[src/supply_monitor_pkg.sv]
/*
   Constants, register map and types of the supply monitor flag block.
   Assumes a low-speed oscillator of LOW_SPEED_INTERNAL_OSC_KHZ and 8-bit registers.
*/
package supply_monitor_pkg;

   // ==========================================================
   // register map
   localparam logic [7:0] ADDR_PWR_CTRL  = 8'h87;
   localparam logic [7:0] ADDR_DET_CTRL0 = 8'hA3;
   localparam logic [7:0] ADDR_DET_CTRL1 = 8'hAB;
   localparam logic [7:0] ADDR_UNLOCK    = 8'hC0;
   localparam logic [7:0] UNLOCK_KEY1    = 8'hAA;
   localparam logic [7:0] UNLOCK_KEY2    = 8'h55;

   // ==========================================================
   // field positions
   localparam int PC_POF_BIT   = 4;
   localparam int D0_EN_BIT    = 7;
   localparam int D0_LVL_LSB   = 4;
   localparam int D0_EVT_BIT   = 3;
   localparam int D0_RSEL_BIT  = 2;
   localparam int D0_RFLG_BIT  = 1;
   localparam int D0_STAT_BIT  = 0;
   localparam int D1_LP_LSB    = 1;
   localparam int D1_FLT_BIT   = 0;
   localparam int CFG_EN_BIT   = 7;
   localparam int CFG_LVL_LSB  = 4;
   localparam int CFG_RSEL_BIT = 2;
   localparam int LVL_W        = 2;

   // ==========================================================
   // encodings
   localparam logic [1:0] LVL_2V2 = 2'h3;
   localparam logic [1:0] LVL_2V7 = 2'h2;
   localparam logic [1:0] LVL_3V7 = 2'h1;
   localparam logic [1:0] LVL_4V4 = 2'h0;
   localparam logic [1:0] LP_CONT = 2'h0;
   localparam logic [1:0] LP_MODE1 = 2'h1;
   localparam logic [1:0] LP_MODE2 = 2'h2;
   localparam logic [1:0] LP_MODE3 = 2'h3;

   // ==========================================================
   // values after reset
   localparam logic       FLT_EN_RST  = 1'h1;
   localparam logic [1:0] LP_MODE_RST = 2'h0;

   // ==========================================================
   // timing
   localparam int LOW_SPEED_INTERNAL_OSC_KHZ       = 10;
   localparam int LP1_US         = 1600;
   localparam int LP2_US         = 6400;
   localparam int LP3_US         = 25600;
   localparam int LP1_TICKS      = LP1_US * LOW_SPEED_INTERNAL_OSC_KHZ / 1000;
   localparam int LP2_TICKS      = LP2_US * LOW_SPEED_INTERNAL_OSC_KHZ / 1000;
   localparam int LP3_TICKS      = LP3_US * LOW_SPEED_INTERNAL_OSC_KHZ / 1000;
   localparam int BLANK_TICKS    = 3;
   localparam int FLT_FAST_CYC   = 32;
   localparam int FLT_SLOW_TICKS = 2;
   localparam int TA_WINDOW_CYC  = 4;
   localparam logic [1:0] BLANK_LOAD     = 2'(BLANK_TICKS);
   localparam logic [5:0] FLT_FAST_LAST  = 6'(FLT_FAST_CYC - 1);
   localparam logic [5:0] FLT_SLOW_LAST  = 6'(FLT_SLOW_TICKS - 1);
   localparam logic [2:0] TA_WINDOW_LOAD = 3'(TA_WINDOW_CYC);

   // ==========================================================
   // types
   typedef enum logic [1:0] {TA_LOCKED, TA_HALF, TA_OPEN} ta_state_t;

   // last count of a sensing period, in low-speed ticks
   function automatic logic [8:0] periodLast(input logic [1:0] mode);
      case (mode)
         LP_MODE1: periodLast = 9'(LP1_TICKS - 1);
         LP_MODE2: periodLast = 9'(LP2_TICKS - 1);
         default:  periodLast = 9'(LP3_TICKS - 1);
      endcase
   endfunction : periodLast

endpackage : supply_monitor_pkg

[src/supply_monitor_flags.sv]
/*
   Digital side of the supply monitor: power-on flag, brownout event,
   level and reset flags, enable blanking, periodic low-power sensing,
   noise filter and the register port with the timed unlock.
   Power control carries the power-on flag in bit 4 and nothing else.
   Detector control 0 carries the enable, a 3-bit level field that
   reads back whole although only its low two bits reach the
   reference, the event flag, reset select, reset flag and the
   read-only level status. Detector control 1 carries the low-power
   sense mode and the filter enable. Each write to either detector
   control needs its own two-key unlock; a write outside the window
   is dropped without a trace.
   brownoutReset is a level, not a pulse: it stands while the filtered
   supply stays low with reset select set; the system turns it into an
   srst with porRst low, so the reset flag survives that reset.
   Assumes compLow, lircTick and all bus signals are synchronous to clk;
   lircTick is a one-cycle pulse per low-speed oscillator period; porRst
   is high together with srst during a power-on reset.
*/
// Functional notes
// - power-on reset sets the power-on flag
// - power-on flag survives other resets, clearable
// - drop with reset select 0 sets event
// - clearing while low does not re-set
// - supply resuming also sets event flag
// - read-only level status bit
// - drop with reset select 1 forces reset
// - reset flag set by brownout, kept, clearable
// - control 0 writes need the unlock sequence
// - ignore comparator 2~3 slow ticks after enable
// - periodic sensing at 1.6/6.4/25.6 ms
// - filter on by default, 0 disables
// - level codes 11/10/01/00 pick trip level
// - runtime level field overrides boot choice
// - boot enable bit switches detector on/off
// - boot reset select bit enables brownout reset
// - every reset reloads enable, level, reset select
// - filter 32 sys clocks or 2 slow ticks
// - mode 00 continuous, others periodic
// - level status reads 0 when disabled
`timescale 1ns/1ns

module supply_monitor_flags (
   input  wire  logic       clk,
   input  wire  logic       srst,
   input  wire  logic       ce,
   input  wire  logic       porRst,
   input  wire  logic [7:0] bootCfg,
   input  wire  logic       compLow,
   input  wire  logic       lircTick,
   input  wire  logic       sysOnFast,
   input  wire  logic [7:0] regAddr,
   input  wire  logic [7:0] regWdata,
   input  wire  logic       regWr,
   input  wire  logic       regRd,
   output logic [7:0]       regRdata,
   output logic             brownoutIrq,
   output logic             brownoutReset,
   output logic             compEnable,
   output logic [supply_monitor_pkg::LVL_W-1:0] tripLevel
);
   import supply_monitor_pkg::*;

   // ==========================================================
   // state
   typedef struct packed {
      ta_state_t  taSt;
      logic [2:0] taCnt;
      logic       detEn;
      logic [2:0] lvlSel;
      logic       evtFlag;
      logic       rstSel;
      logic       rstFlag;
      logic       porFlag;
      logic [1:0] lpMode;
      logic       fltEn;
      logic       compOn;
      logic [1:0] blankCnt;
      logic [8:0] perCnt;
      logic [5:0] fltCnt;
      logic       lvl;
      logic       rstReq;
      logic       prevEn;
      logic [7:0] rdata;
   } state_t;

   state_t s_q;
   state_t s_d;

   logic       unlockWr;
   logic       protWr;
   logic       wrOk;
   logic       lowPower;
   logic       fastFlt;
   logic       valid;
   logic       enRise;
   logic       lvlUpd;
   logic       keepPor;
   logic       keepRst;
   logic [6:0] step;

   // ==========================================================
   // one filter step on a differing sample: {take, next count}
   function automatic logic [6:0] fltStep(
      input logic [5:0] cnt,
      input logic [5:0] last
   );
      if (cnt >= last) begin
         fltStep = 7'h40;
      end else begin
         fltStep = {1'h0, cnt + 6'h1};
      end
   endfunction : fltStep

   // ==========================================================
   // register images as software reads them
   function automatic logic [7:0] regImage(
      input state_t     s,
      input logic [7:0] addr
   );
      regImage = 8'h0;
      case (addr)
         ADDR_PWR_CTRL: begin
            regImage[PC_POF_BIT] = s.porFlag;
         end
         ADDR_DET_CTRL0: begin
            regImage[D0_EN_BIT]       = s.detEn;
            regImage[D0_LVL_LSB +: 3] = s.lvlSel;
            regImage[D0_EVT_BIT]      = s.evtFlag;
            regImage[D0_RSEL_BIT]     = s.rstSel;
            regImage[D0_RFLG_BIT]     = s.rstFlag;
            // status is never written by software
            regImage[D0_STAT_BIT] = s.detEn && s.lvl;
         end
         ADDR_DET_CTRL1: begin
            regImage[D1_LP_LSB +: 2] = s.lpMode;
            regImage[D1_FLT_BIT]     = s.fltEn;
         end
         default: begin
            regImage = 8'h0;
         end
      endcase
   endfunction : regImage

   // ==========================================================
   // next state
   always_comb begin
      s_d = s_q;
      keepPor = 1'h0;
      keepRst = 1'h0;
      step    = 7'h0;

      unlockWr = regWr && (regAddr == ADDR_UNLOCK);
      protWr   = regWr && ((regAddr == ADDR_DET_CTRL0) ||
                           (regAddr == ADDR_DET_CTRL1));
      wrOk     = protWr && (s_q.taSt == TA_OPEN);

      lowPower = (s_q.lpMode != LP_CONT);
      fastFlt  = sysOnFast && !lowPower;
      // blanking hides the comparator while it powers up
      valid    = s_q.compOn && (s_q.blankCnt == 2'h0);
      enRise   = s_q.detEn && !s_q.prevEn;

      // =======================================================
      // timed unlock: key1, key2, then one protected write
      case (s_q.taSt)
         TA_LOCKED: begin
            if (unlockWr && (regWdata == UNLOCK_KEY1)) begin
               s_d.taSt = TA_HALF;
            end
         end
         TA_HALF: begin
            // any other write in between breaks the sequence
            if (unlockWr && (regWdata == UNLOCK_KEY2)) begin
               s_d.taSt  = TA_OPEN;
               s_d.taCnt = TA_WINDOW_LOAD;
            end else if (regWr) begin
               s_d.taSt = TA_LOCKED;
            end
         end
         TA_OPEN: begin
            // window closes on the write or after a few cycles
            if (protWr || (s_q.taCnt == 3'h0)) begin
               s_d.taSt = TA_LOCKED;
            end else begin
               s_d.taCnt = s_q.taCnt - 3'h1;
            end
         end
         default: begin
            s_d.taSt = TA_LOCKED;
         end
      endcase

      // =======================================================
      // software writes
      if (regWr && (regAddr == ADDR_PWR_CTRL)) begin
         s_d.porFlag = regWdata[PC_POF_BIT];
      end
      if (wrOk && (regAddr == ADDR_DET_CTRL0)) begin
         s_d.detEn   = regWdata[D0_EN_BIT];
         s_d.lvlSel  = regWdata[D0_LVL_LSB +: 3];
         s_d.evtFlag = regWdata[D0_EVT_BIT];
         s_d.rstSel  = regWdata[D0_RSEL_BIT];
         s_d.rstFlag = regWdata[D0_RFLG_BIT];
      end
      if (wrOk && (regAddr == ADDR_DET_CTRL1)) begin
         s_d.lpMode = regWdata[D1_LP_LSB +: 2];
         s_d.fltEn  = regWdata[D1_FLT_BIT];
      end

      // =======================================================
      // comparator power and blanking
      s_d.prevEn = s_q.detEn;
      if (!s_q.detEn) begin
         s_d.compOn   = 1'h0;
         s_d.blankCnt = BLANK_LOAD;
         s_d.perCnt   = 9'h0;
         s_d.fltCnt   = 6'h0;
         s_d.lvl      = 1'h0;
      end else begin
         if (s_q.compOn && (s_q.blankCnt != 2'h0) && lircTick) begin
            s_d.blankCnt = s_q.blankCnt - 2'h1;
         end

         // ====================================================
         // noise filter, output ignored until valid
         if (valid) begin
            if (compLow == s_q.lvl) begin
               s_d.fltCnt = 6'h0;
               // settled sample taken: a periodic window may end
               if (lowPower) begin
                  s_d.compOn = 1'h0;
               end
            end else if (!s_q.fltEn) begin
               s_d.lvl = compLow;
            end else if (fastFlt || lircTick) begin
               // fast filter counts clocks, slow one counts ticks
               step = fltStep(s_q.fltCnt,
                              fastFlt ? FLT_FAST_LAST : FLT_SLOW_LAST);
               s_d.fltCnt = step[5:0];
               if (step[6]) begin
                  s_d.lvl = compLow;
               end
            end
         end

         // ====================================================
         // continuous or periodic sensing
         if (!lowPower) begin
            s_d.perCnt = 9'h0;
            s_d.compOn = 1'h1;
            if (!s_q.compOn) begin
               s_d.blankCnt = BLANK_LOAD;
            end
         end else if (lircTick) begin
            if (s_q.perCnt >= periodLast(s_q.lpMode)) begin
               // period wrap wins over an unfinished window
               s_d.perCnt   = 9'h0;
               s_d.compOn   = 1'h1;
               s_d.blankCnt = BLANK_LOAD;
            end else begin
               s_d.perCnt = s_q.perCnt + 9'h1;
            end
         end

         // a fresh enable restarts blanking, even mid-period
         if (enRise) begin
            s_d.compOn   = 1'h1;
            s_d.blankCnt = BLANK_LOAD;
            s_d.perCnt   = 9'h0;
            s_d.fltCnt   = 6'h0;
         end
      end

      // =======================================================
      // events: edges only, so a clear while low sticks
      lvlUpd = s_q.detEn && valid && (s_d.lvl != s_q.lvl);
      if (lvlUpd) begin
         if (s_d.lvl) begin
            if (!s_q.rstSel) begin
               s_d.evtFlag = 1'h1;
            end
         end else begin
            s_d.evtFlag = 1'h1;
         end
      end

      // reset request held while the supply stays low
      s_d.rstReq = s_q.detEn && s_q.rstSel && s_q.lvl;
      if (s_d.rstReq && !s_q.rstReq) begin
         s_d.rstFlag = 1'h1;
      end

      // =======================================================
      // read data, valid in the cycle after the strobe only
      s_d.rdata = 8'h0;
      if (regRd) begin
         s_d.rdata = regImage(s_q, regAddr);
      end

      // =======================================================
      // reset: two flags survive all but power-on
      if (srst) begin
         // flags taken after this cycle's writes, so none is lost
         keepPor = s_d.porFlag;
         keepRst = s_d.rstFlag;
         s_d = '0;
         s_d.taSt     = TA_LOCKED;
         s_d.detEn    = bootCfg[CFG_EN_BIT];
         s_d.lvlSel   = bootCfg[CFG_LVL_LSB +: 3];
         s_d.rstSel   = bootCfg[CFG_RSEL_BIT];
         s_d.lpMode   = LP_MODE_RST;
         s_d.fltEn    = FLT_EN_RST;
         s_d.blankCnt = BLANK_LOAD;
         s_d.porFlag  = keepPor;
         s_d.rstFlag  = keepRst;
         if (porRst) begin
            s_d.porFlag = 1'h1;
            s_d.rstFlag = 1'h0;
         end
      end
   end

   // ==========================================================
   // registers; reset is not gated by the clock enable
   always_ff @(posedge clk) begin
      if (srst || ce) begin
         s_q <= s_d;
      end
   end

   // ==========================================================
   // outputs
   // all straight from the state register
   assign regRdata      = s_q.rdata;
   assign brownoutIrq   = s_q.evtFlag;
   assign brownoutReset = s_q.rstReq;
   assign compEnable    = s_q.compOn;
   // level code feeds the analog reference directly
   assign tripLevel     = s_q.lvlSel[LVL_W-1:0];

endmodule : supply_monitor_flags

[config.mk]
export PLATFORM = sky130hd
export DESIGN_NAME = supply_monitor_flags
export DESIGN_NICKNAME = d
export VERILOG_FILES = /design/src/supply_monitor_pkg.sv /design/src/supply_monitor_flags.sv
export SDC_FILE = /design/constraint.sdc
export NUM_CORES = 1
export LEC_CHECK = 0
export ABC_AREA = 1
export BUFFER_PORTS_ARGS = -buffer_cell sky130_fd_sc_hd__clkbuf_2
export CORE_ASPECT_RATIO = 2
export CORE_MARGIN = 3
export CORE_UTILIZATION = 45
export DETAILED_ROUTE_END_ITERATION = 10
export PLACE_DENSITY = 0.63
export SETUP_SLACK_MARGIN = 0.2
export SLEW_MARGIN = 20
export SYNTH_ARGS = -nofsm -noshare
export SYNTH_HDL_FRONTEND = slang
export SYNTH_SLANG_ARGS = --single-unit
[constraint.sdc]
create_clock -name clk -period 3.1 [get_ports clk]
set_clock_uncertainty 0.2 [all_clocks]
set_input_delay 0.155 -clock clk [delete_from_list [all_inputs] [get_ports clk]]
set_output_delay 0.155 -clock clk [all_outputs]
set_load 0.1 [all_outputs]
* Word-level counts from Yosys, hierarchy flattened
Index checks and enable logic that the tools add are counted.
** Word-level totals
- ROM bits :: 0
- Input bits :: 33
- Memories kept :: 0
- Latch bits :: 0
- Logic and storage cells :: 145
- Register bits after elaboration :: 45
- RAM bits :: 0
- Output and inout port bits :: 13
** Cells by class
- Bitwise gates (word level) :: 4
- Div/mod/pow operators :: 0
- Add/sub/neg operators :: 4
- $lt $le $gt $ge :: 2
- Equality and inequality tests :: 21
- Multipliers :: 0
- Reductions and logical operators :: 45
- Shift-type cells :: 0
- Multiplexer cells :: 50
** Operators by type and width (count)
- 7-bit 2-to-1 mux :: 9
- 8-bit == test (second input constant) :: 5
- 40-bit 2-to-1 mux :: 1
- 9-bit 2-to-1 mux :: 4
- 12-bit 2-to-1 mux :: 2
- 1-bit logical AND :: 19
- 19-bit 2-to-1 mux :: 1
- 18-bit 2-to-1 mux :: 1
- 8-bit case mux with 2 select lines :: 1
- 3-bit 2-to-1 mux :: 5
- 2-bit 2-to-1 mux :: 7
- 6-bit 2-to-1 mux :: 2
- 3-bit case mux with 2 select lines :: 2
- 4-bit AND reduction :: 3
- 1-bit 2-to-1 mux :: 11
- 9-bit by 1-bit adder with 9-bit output (second input constant) :: 1
- 9-bit >= comparator :: 1
- 3-bit inequality test (second input constant) :: 3
- 8-bit by 7-bit == test with 1-bit output (second input constant) :: 1
- 8-bit 2-to-1 mux :: 1
- 2-bit nonzero test :: 4
- 6-bit by 1-bit adder with 6-bit output (second input constant) :: 1
- 6-bit by 5-bit >= comparator with 1-bit output :: 1
- 2-bit case mux with 3 select lines :: 1
- other kinds (24) :: 39

* Depth between registers and ports, before layout
Gate-level depths: netlist of run 1.
- Depth in word-level cells :: 22
- Depth in mapped cells :: 15
- Depth with buffers taken out :: 15

* Worst setup path before layout of run 1
No wires, ideal clock.
- Path type :: reg2reg
- From :: register s_q (netlist bit compEnable)
- To :: register s_q[11] (netlist name) (enable)
- Path buffers :: 0
- Library setup time :: 381 ps
- Data arrival time :: 1898 ps
- Slack :: 621 ps
- Required time :: 2519 ps
- Period minus slack after synthesis :: 2479 ps
- Cell stages (with the launch flop) :: 5
- Path through :: edfxtp_1 > nand2_1 > inv_1 > o22ai_1 > a311oi_1
** Between the ends
- Cells in the longest elaborated chain, start to end :: 3
** Ends and longest elaborated chain
- start: declaration :: RTL line supply_monitor_flags.sv:87 : state_t s_q;
- start signal: assignment :: RTL line supply_monitor_flags.sv:328 : s_q <= s_d;
- 1-bit logical AND :: RTL line supply_monitor_flags.sv:161 : valid = s_q.compOn && (s_q.blankCnt == 2'h0);
- 4-bit by 2-bit inequality test with 1-bit output (no line)
- 4-bit AND reduction (no line)
No other way between the ends.
A chain may end at the register's enable or synchronous reset.

* Worst setup path after layout of run 1
- From :: register s_q[30] (netlist name)
- To :: register s_q[23] (netlist name) (data pin)
** Between the ends
- Cells in the longest elaborated chain, start to end :: 8
- Elaborated cells between the ends (all ways) :: 12
** Ends and longest elaborated chain
- 2-bit == test / 2-bit by 1-bit == test with 1-bit output (equally long branches) :: RTL line supply_monitor_pkg.sv:72 : case (mode)
- 8-bit case mux with 2 select lines :: RTL line supply_monitor_pkg.sv:72
- 9-bit 2-to-1 mux :: RTL line supply_monitor_flags.sv:255 : end else if (lircTick) begin
- 9-bit 2-to-1 mux :: RTL line supply_monitor_flags.sv:249 : if (!lowPower) begin
- 9-bit 2-to-1 mux :: RTL line supply_monitor_flags.sv:214 : if (!s_q.detEn) begin
- 9-bit >= comparator :: RTL line supply_monitor_flags.sv:256 : if (s_q.perCnt >= periodLast(s_q.lpMode)) begin
- 9-bit 2-to-1 mux :: RTL line supply_monitor_flags.sv:256
- 12-bit 2-to-1 mux :: RTL line supply_monitor_flags.sv:255
Parallel ways exist; a longest one is shown, timed or not. The select of a mux whose other input is x is not followed.

==> load_flow_metrics.sql, run 1 <==
INSERT INTO impl_metrics (metric_group, metric, value, unit) VALUES
('placed_design', 'gp_congestion', '0.766', ''),
('clock_network', 'cts.repair_timing.setup_buffer_count', '0', ''),
('detailed_routing', 'drt-initial-drc-count', '52', ''),
('sta', 'final-setup-viol-count', '0', ''),
('finish', 'layout_common_cells', '51 x nand2_1, 50 x inv_1, 45 x edfxtp_1', ''),
('detailed_routing', 'drc', '0', ''),
('placed_design', 'place_hpwl', '4620', 'um'),
('clock_network', 'cts.repair.resized', '0', ''),
('detailed_routing', 'number_of_vias_in_the_routed_layout', '2208', ''),
('finish', 'finalCoreUtilization', '0.552', ''),
('placed_design', 'placed_cells_incl_taps', '403', ''),
('floorplan', 'dieHeight', '117', 'um'),
('job', 'max-cap-violations', '0', ''),
('detailed_routing', 'drt-total-wl', '5840', 'um'),
('clock_network', 'tritoncts_clock_tree', 'built', ''),
('hold_path', 'worst_hold_path_type', 'primary input to flip-flop', ''),
('clock_network', 'ctsHtreeMaxLevel', '2', ''),
('setup_path', 'arrival', '2.42', 'ns'),
('sta', 'grt_setup_unrepaired', 'false', ''),
('sta', 'period_needed', '2.59', 'ns'),
('finish', 'area_growth_syn_to_layout', '16.0', '%'),
('yosys', 'seq_area_frac_synth', '0.485', ''),
('setup_path', 'r2r_setup_slack', '0.51', 'ns'),
('setup_path', 'worstRegToRegCells', '9', ''),
('setup_path', 'critical_path.endpoint_type', 'flip-flop', ''),
('placed_design', 'port_buffers', '42', ''),
('setup_path', 'reg2reg_to', 's_q[23]', ''),
('sta', 'setup_total_negative_slack', '0', 'ns'),
('clock_network', 'clkTransAtPathRegs', '0.06', 'ns'),
('global_route', 'grt_first_pass_wirelength', '9640', 'um'),
('sta', 'max_freq', '386', 'MHz'),
('sta', 'worst-slew-pin-transition', '0.641', 'ns'),
('clock_network', 'cts-hold-fix-buffers', '7', ''),
('detailed_routing', 'drt-pass1-iter-count', '4', ''),
('finish', 'finalNonFillerCells', '418', ''),
('detailed_routing', 'routed_len_inst', '14.0', 'um'),
('yosys', 'ys_types', '34', ''),
('power_and_ir_drop', 'power_density', '512', 'nW/um^2'),
('setup_path', 'crit_type', 'flip-flop to flip-flop', ''),
('setup_path', 'worstSetupEndpoint', 's_q[23]', ''),
('yosys', 'synth.avg_cell_area', '8.95', 'um^2'),
('clock_network', 'cts_root_buffer', 'clkbuf_16', ''),
('status', 'status', 'complete, no violations', ''),
('floorplan', 'initial_utilization', '0.475', ''),
('sta', 'timing.hold.ws', '0.0187', 'ns'),
('detailed_routing', 'antenna_left', '0', ''),
('clock_network', 'tritoncts_buffer_count', '5', ''),
('yosys', 'postSynthRegisterBits', '45', ''),
('global_route', 'first_global_vias', '2175', ''),
('setup_path', 'worst_ep_required_time', '2.93', 'ns'),
('floorplan', 'top_level_ports', '46', ''),
('clock_network', 'insertion_delay', '0.29', 'ns'),
('finish', 'drive_above_1_share', '0.185', ''),
('clock_network', 'number_of_clock_sinks_seen_by_cts', '45', ''),
('finish', 'final_nets', '404', ''),
('sta', 'final-hold-violation-count', '0', ''),
('global_route', 'grt-ovfl-total', '0', ''),
('setup_path', 'path_max_fanout', '9', ''),
('sta', 'worst_max_slew_margin_expressed_relative_to_the_limit', '0.573', ''),
('yosys', 'synthesis.instances', '311', ''),
('setup_path', 'r2r_start', 's_q[30]', ''),
('global_route', 'grt_max_degree', '20', ''),
('finish', 'most_frequent_standard_cell_in_the_layout_excluding_fill_and_tap_cells', 'nand2_1', ''),
('yosys', 'ys_warn_count', '0', ''),
('clock_network', 'cts.path.max_buffers', '2', ''),
('power_and_ir_drop', 'power.leakage', '1.44', 'nW'),
('yosys', 'postSynthNetCount', '359', ''),
('detailed_routing', 'vias_per_cell', '5.28', ''),
('floorplan', 'die_width', '61.6', 'um'),
('power_and_ir_drop', 'vdd_ir_drop_max', '341', 'uV'),
('finish', 'final.fill_count', '557', ''),
('global_route', 'grt_antenna_before_repair', '0', ''),
('yosys', 'post_syn_area', '2780', 'um^2'),
('floorplan', 'fp.coreArea', '5860', 'um^2'),
('sta', 'fin_crit_sh', '0.835', ''),
('sta', 'finalMaxSlewViolations', '0', ''),
('global_route', 'track_usage', '0.181', ''),
('setup_path', 'startpoint', 's_q[30]', ''),
('finish', 'antenna-diode-count', '0', ''),
('floorplan', 'placement_rows', '39', ''),
('floorplan', 'die_area', '7220', 'um^2'),
('setup_path', 'crit_path_start_kind', 'flip-flop', '');
## power breakdown
group          total (mW)  leakage (nW)  internal, mW  switching [mW]
Sequential          0.761         0.466         0.726          0.0350
Clock               0.599        0.0785         0.378           0.221
Combinational       0.295         0.900        0.0896           0.206
Total                1.66          1.44          1.19           0.462
## cells by family (layout without fill, tap and decap cells)
kind of cell | after synthesis | in the layout | share of synthesized area
and+or+nand+nor | 147 | 147 | 0.250
DFF | 45 | 45 | 0.485
buffers and inverters | 66 | 112 | 0.104
xor gates and xnor gates | 11 | 11 | 0.0346
adders and majority gates | 15 | 15 | 0.0674
AOI/OAI and AO/OA | 27 | 27 | 0.0580
## cell type report
cell class                 count  area [um^2]  area share
sequential                    45         1350       0.418
multi-input combinational    200         1140       0.354
timing repair buffer          52          303      0.0937
inverter                      52          195      0.0604
clock buffer                   6          129      0.0399
tap                           61         76.3      0.0236
clock inverter                 2         33.8      0.0105
## routing by layer
metal / part of all wire / track usage / vias up
li1: - / - / 1131
met1: 0.37 / 0.186 / 1026
met2: 0.58 / 0.339 / 41
met3: 0.033 / 0.0263 / 10
met4: 0.023 / 0.0822 / 0
met5: 0 / 0 / -
## Yosys cell counts
master / number / area [um^2]
nand4_1: 6 / 37.5
ha_1: 15 / 188
xnor2_1: 3 / 26.3
nand3_1: 21 / 105
xor2_1: 8 / 70.1
o31ai_1: 2 / 15.0
buf_2: 1 / 5.00
nand2_1: 51 / 191
o32ai_1: 1 / 8.76
nor3b_1: 1 / 7.51
o21ai_0: 7 / 35.0
nor2_2: 6 / 37.5
a311oi_1: 1 / 8.76
nor2_1: 34 / 128
nand3b_1: 5 / 37.5
nor4_1: 6 / 37.5
or2_2: 3 / 18.8
a31oi_1: 1 / 6.26
clkbuf_1: 2 / 7.51
o211ai_1: 1 / 7.51
edfxtp_1: 45 / 1350
inv_1: 50 / 188
nor3_2: 1 / 10.0
a21oi_1: 9 / 45.0
o22ai_1: 1 / 6.26
nor3_1: 9 / 45.0
inv_2: 2 / 7.51
o21ai_1: 2 / 10.0
nor2_4: 2 / 22.5
o221ai_1: 1 / 8.76
buf_4: 11 / 82.6
or3b_1: 1 / 8.76
a32o_1: 1 / 10.0
nand3_2: 1 / 10.0
## worst max-delay path, cell delays in order (launching register included)
cell and delay (ns):
edfxtp_1 0.39, inv_1 0.10, ha_1 0.26, ha_1 0.28, inv_1 0.05, nor4_1 0.35
nand3_1 0.12, nand4_1 0.15, nand3b_1 0.35, nor2_1 0.08
## sequential cells by signal, summed over array words and instances, names as in the netlist
register       flops
regRdata           8
compEnable         1
tripLevel          2
brownoutIrq        1
s_q               32
brownoutReset      1
## through the flow
step	worst slack (ns)	cell area, um^2	power (mW)
6_report	0.511	3230	1.66
3_3_place_gp	0.604	3000	1.05
3_5_place_dp	0.542	3000	1.06
2_1_floorplan	0.621	2780	0.989
4_1_cts	0.485	3230	1.67
5_1_grt	0.288	3230	1.73
## worst min path at each step
stage | from | endpoint | slack (ns) | depth (start not counted)
2_1_floorplan | regWdata[0] | s_q[29] | 0.13 | 1
3_3_place_gp | bootCfg[2] | s_q[34] | 0.24 | 3
3_5_place_dp | bootCfg[2] | s_q[34] | 0.24 | 3
4_1_cts | regWdata[2] | s_q[31] | 0.01 | 3
5_1_grt | regWdata[2] | s_q[31] | 0.03 | 3
6_report | regWdata[2] | s_q[31] | 0.02 | 3
Power figures use the tool's default switching activity.
==> inputs of run 2 (changes only) <==
--- a/config.mk
+++ b/config.mk
@@ -11,7 +11,7 @@
 export CORE_MARGIN = 3
 export CORE_UTILIZATION = 45
 export DETAILED_ROUTE_END_ITERATION = 10
-export PLACE_DENSITY = 0.63
+export PLACE_DENSITY = 0.66
 export SETUP_SLACK_MARGIN = 0.2
 export SLEW_MARGIN = 20
 export SYNTH_ARGS = -nofsm -noshare
==> constraint.sdc (replaced) <==
create_clock -name clk -period 2.3 [get_ports clk]
set_clock_uncertainty 0.2 [all_clocks]
set_input_delay 0.115 -clock clk [delete_from_list [all_inputs] [get_ports clk]]
set_output_delay 0.115 -clock clk [all_outputs]
set_load 0.1 [all_outputs]
==> load_flow_metrics.sql, run 2 (same netlist as run 1, synthesis figures left out) <==
INSERT INTO impl_metrics (metric_group, metric, value, unit) VALUES
('status', 'status', 'finished, violations left', ''),
('status', 'failed_checks', 'negative setup slack', ''),
('clock_network', 'ctsHtreeMaxLevel', '2', ''),
('hold_path', 'worst_hold_path_type', 'primary input to flip-flop', ''),
('detailed_routing', 'antenna_left', '0', ''),
('finish', 'final.fill_count', '515', ''),
('detailed_routing', 'drt-total-wl', '6140', 'um'),
('setup_path', 'r2r_start', 's_q[30]', ''),
('finish', 'regArea', '1350', 'um^2'),
('hold_path', 'hold_path.startpoint', 'regWdata[3]', ''),
('setup_path', 'worstRegToRegCells', '10', ''),
('setup_path', 'worst_ep_required_time', '2.15', 'ns'),
('global_route', 'grt_max_degree', '20', ''),
('setup_path', 'critical_path.endpoint_type', 'flip-flop', ''),
('power_and_ir_drop', 'vdd_ir_drop_max', '675', 'uV'),
('setup_path', 'reg2reg_to', 's_q[19]', ''),
('setup_path', 'r2r_setup_slack', '-0.02', 'ns'),
('setup_path', 'arrival', '2.17', 'ns'),
('detailed_routing', 'drc', '0', ''),
('setup_path', 'crit_path_start_kind', 'flip-flop', ''),
('sta', 'worst-slew-pin-transition', '0.549', 'ns'),
('detailed_routing', 'drt-initial-drc-count', '64', ''),
('detailed_routing', 'number_of_vias_in_the_routed_layout', '2272', ''),
('power_and_ir_drop', 'power_density', '690', 'nW/um^2'),
('sta', 'grt_setup_unrepaired', 'true', ''),
('setup_path', 'crit_type', 'flip-flop to flip-flop', ''),
('finish', 'antenna-diode-count', '0', ''),
('finish', 'register_with_the_most_flip_flops', 's_q', ''),
('detailed_routing', 'vias_per_cell', '5.25', ''),
('hold_path', 'hold_depth', '3', ''),
('finish', 'layout_common_cells', '45 x edfxtp_1, 44 x nand2_1, 43 x inv_1', ''),
('global_route', 'grt-ovfl-total', '0', ''),
('sta', 'worst_max_slew_margin_expressed_relative_to_the_limit', '0.636', ''),
('power_and_ir_drop', 'total_power', '2.45', 'mW'),
('global_route', 'first_global_vias', '2232', ''),
('floorplan', 'dieHeight', '117', 'um'),
('clock_network', 'insertion_delay', '0.29', 'ns'),
('finish', 'area_growth_syn_to_layout', '27.6', '%'),
('sta', 'final-hold-violation-count', '0', ''),
('detailed_routing', 'routed_len_inst', '14.2', 'um'),
('placed_design', 'place_hpwl', '4650', 'um'),
('clock_network', 'cts.path.max_buffers', '2', ''),
('detailed_routing', 'drt-pass1-iter-count', '4', ''),
('sta', 'fin_crit_sh', '1.01', ''),
('floorplan', 'die_width', '61.6', 'um'),
('clock_network', 'clkTransAtPathRegs', '0.06', 'ns'),
('finish', 'final_nets', '419', ''),
('sta', 'final-setup-viol-count', '8', ''),
('placed_design', 'placed_cells_incl_taps', '412', ''),
('hold_path', 'hold_path_end', 'brownoutIrq', ''),
('floorplan', 'initial_utilization', '0.475', ''),
('floorplan', 'die_area', '7220', 'um^2'),
('clock_network', 'number_of_clock_sinks_seen_by_cts', '45', ''),
('floorplan', 'top_level_ports', '46', ''),
('setup_path', 'path_max_fanout', '9', ''),
('sta', 'max_freq', '431', 'MHz'),
('finish', 'number_of_flip_flops_under_the_largest_register_name', '32', ''),
('sta', 'period_needed', '2.32', 'ns'),
('finish', 'drive_above_1_share', '0.301', ''),
('global_route', 'grt_first_pass_wirelength', '9520', 'um'),
('global_route', 'grt_antenna_before_repair', '0', ''),
('placed_design', 'port_buffers', '42', ''),
('clock_network', 'cts_root_buffer', 'clkbuf_16', ''),
('finish', 'most_frequent_standard_cell_in_the_layout_excluding_fill_and_tap_cells', 'edfxtp_1', ''),
('sta', 'finalMaxSlewViolations', '0', ''),
('floorplan', 'placement_rows', '39', ''),
('global_route', 'track_usage', '0.182', ''),
('power_and_ir_drop', 'power.leakage', '1.55', 'nW'),
('job', 'max-cap-violations', '0', ''),
('floorplan', 'fp.coreArea', '5860', 'um^2'),
('clock_network', 'tritoncts_clock_tree', 'built', ''),
('sta', 'finalWorstSetupSlack', '-0.0187', 'ns'),
('placed_design', 'gp_congestion', '0.852', ''),
('clock_network', 'tritoncts_buffer_count', '5', ''),
('finish', 'finalNonFillerCells', '433', ''),
('finish', 'multi_input_area', '1300', 'um^2');
-- run 2: cell types whose count changed in the layout (fill, tap and decap cells not counted), moves of 4 or more --
cell	delta
buf_4	+12
inv_1	-7
nand2_1	-7
ha_1	-6
ha_4	+6
inv_2	+6
nand2_2	+6
nor2_1	-4
nor2_2	+4
-- run 2: repair_timing --
item,in CTS,in global routing
gates resized for setup,14,15
setup endpoints to repair,20,30
pin swaps,4,14
hold buffers,9,0
endpoints found under the hold margin,8,0
setup buffers,2,2
-- run 2: metal layers --
layer | GRT usage | wire [um] | vias up
met3 | 0.0472 | 251 | 14
met4 | 0.0892 | 193 | 0
met1 | 0.174 | 2230 | 1043
met2 | 0.338 | 3460 | 57
met5 | 0 | 0 | -
li1 | - | - | 1158
-- run 2: how the worst max path moves through the flow --
stage / start / to / slack, ns
floorplan: compEnable / s_q[11] / 0.02
global placement: s_q[30] / s_q[21] / 0.02
detailed placement: s_q[31] / s_q[13] / -0.02
CTS: s_q[31] / s_q[23] / 0.03
global route: s_q[30] / s_q[23] / -0.11
finish: s_q[30] / s_q[19] / -0.02
-- run 2: area by class of cell --
cell class              instances  share of cell area
clock buffers                   5              0.0352
clock inverters                 3              0.0183
inverters                      52              0.0557
multi-input cells             200               0.367
flip-flops and latches         45               0.381
well taps                      61              0.0215
repair buffers                 67               0.122
-- run 2: metrics by stage --
stage	instance area [um^2]	TNS (ns)	utilization	hold slack [ns]	setup WS, ns
detailed placement	3120	-0.0902	0.532	0.199	-0.0224
finish	3550	-0.0822	0.606	0.00434	-0.0187
global route	3550	-1.05	0.606	0.0248	-0.106
floorplan	2830	0	-	0.0932	0.0181
CTS	3500	0	0.598	0.00386	0.0303
global placement	3120	0	0.532	0.201	0.0201
-- run 2: power breakdown --
part / switching (mW) / leakage [nW] / internal (mW)
registers: 0.0524 / 0.466 / 0.978
clock network: 0.314 / 0.0938 / 0.621
logic: 0.314 / 0.988 / 0.172
total: 0.680 / 1.55 / 1.77
-- run 2: critical path: stages (launching register included) --
cell and delay, ns:
edfxtp_1 0.42, inv_2 0.11, ha_4 0.22, ha_4 0.28
inv_4 0.04, nor4_4 0.26, nand3_1 0.10, nand4_1 0.10
nand3b_1 0.16, buf_12 0.14, nor2_1 0.05
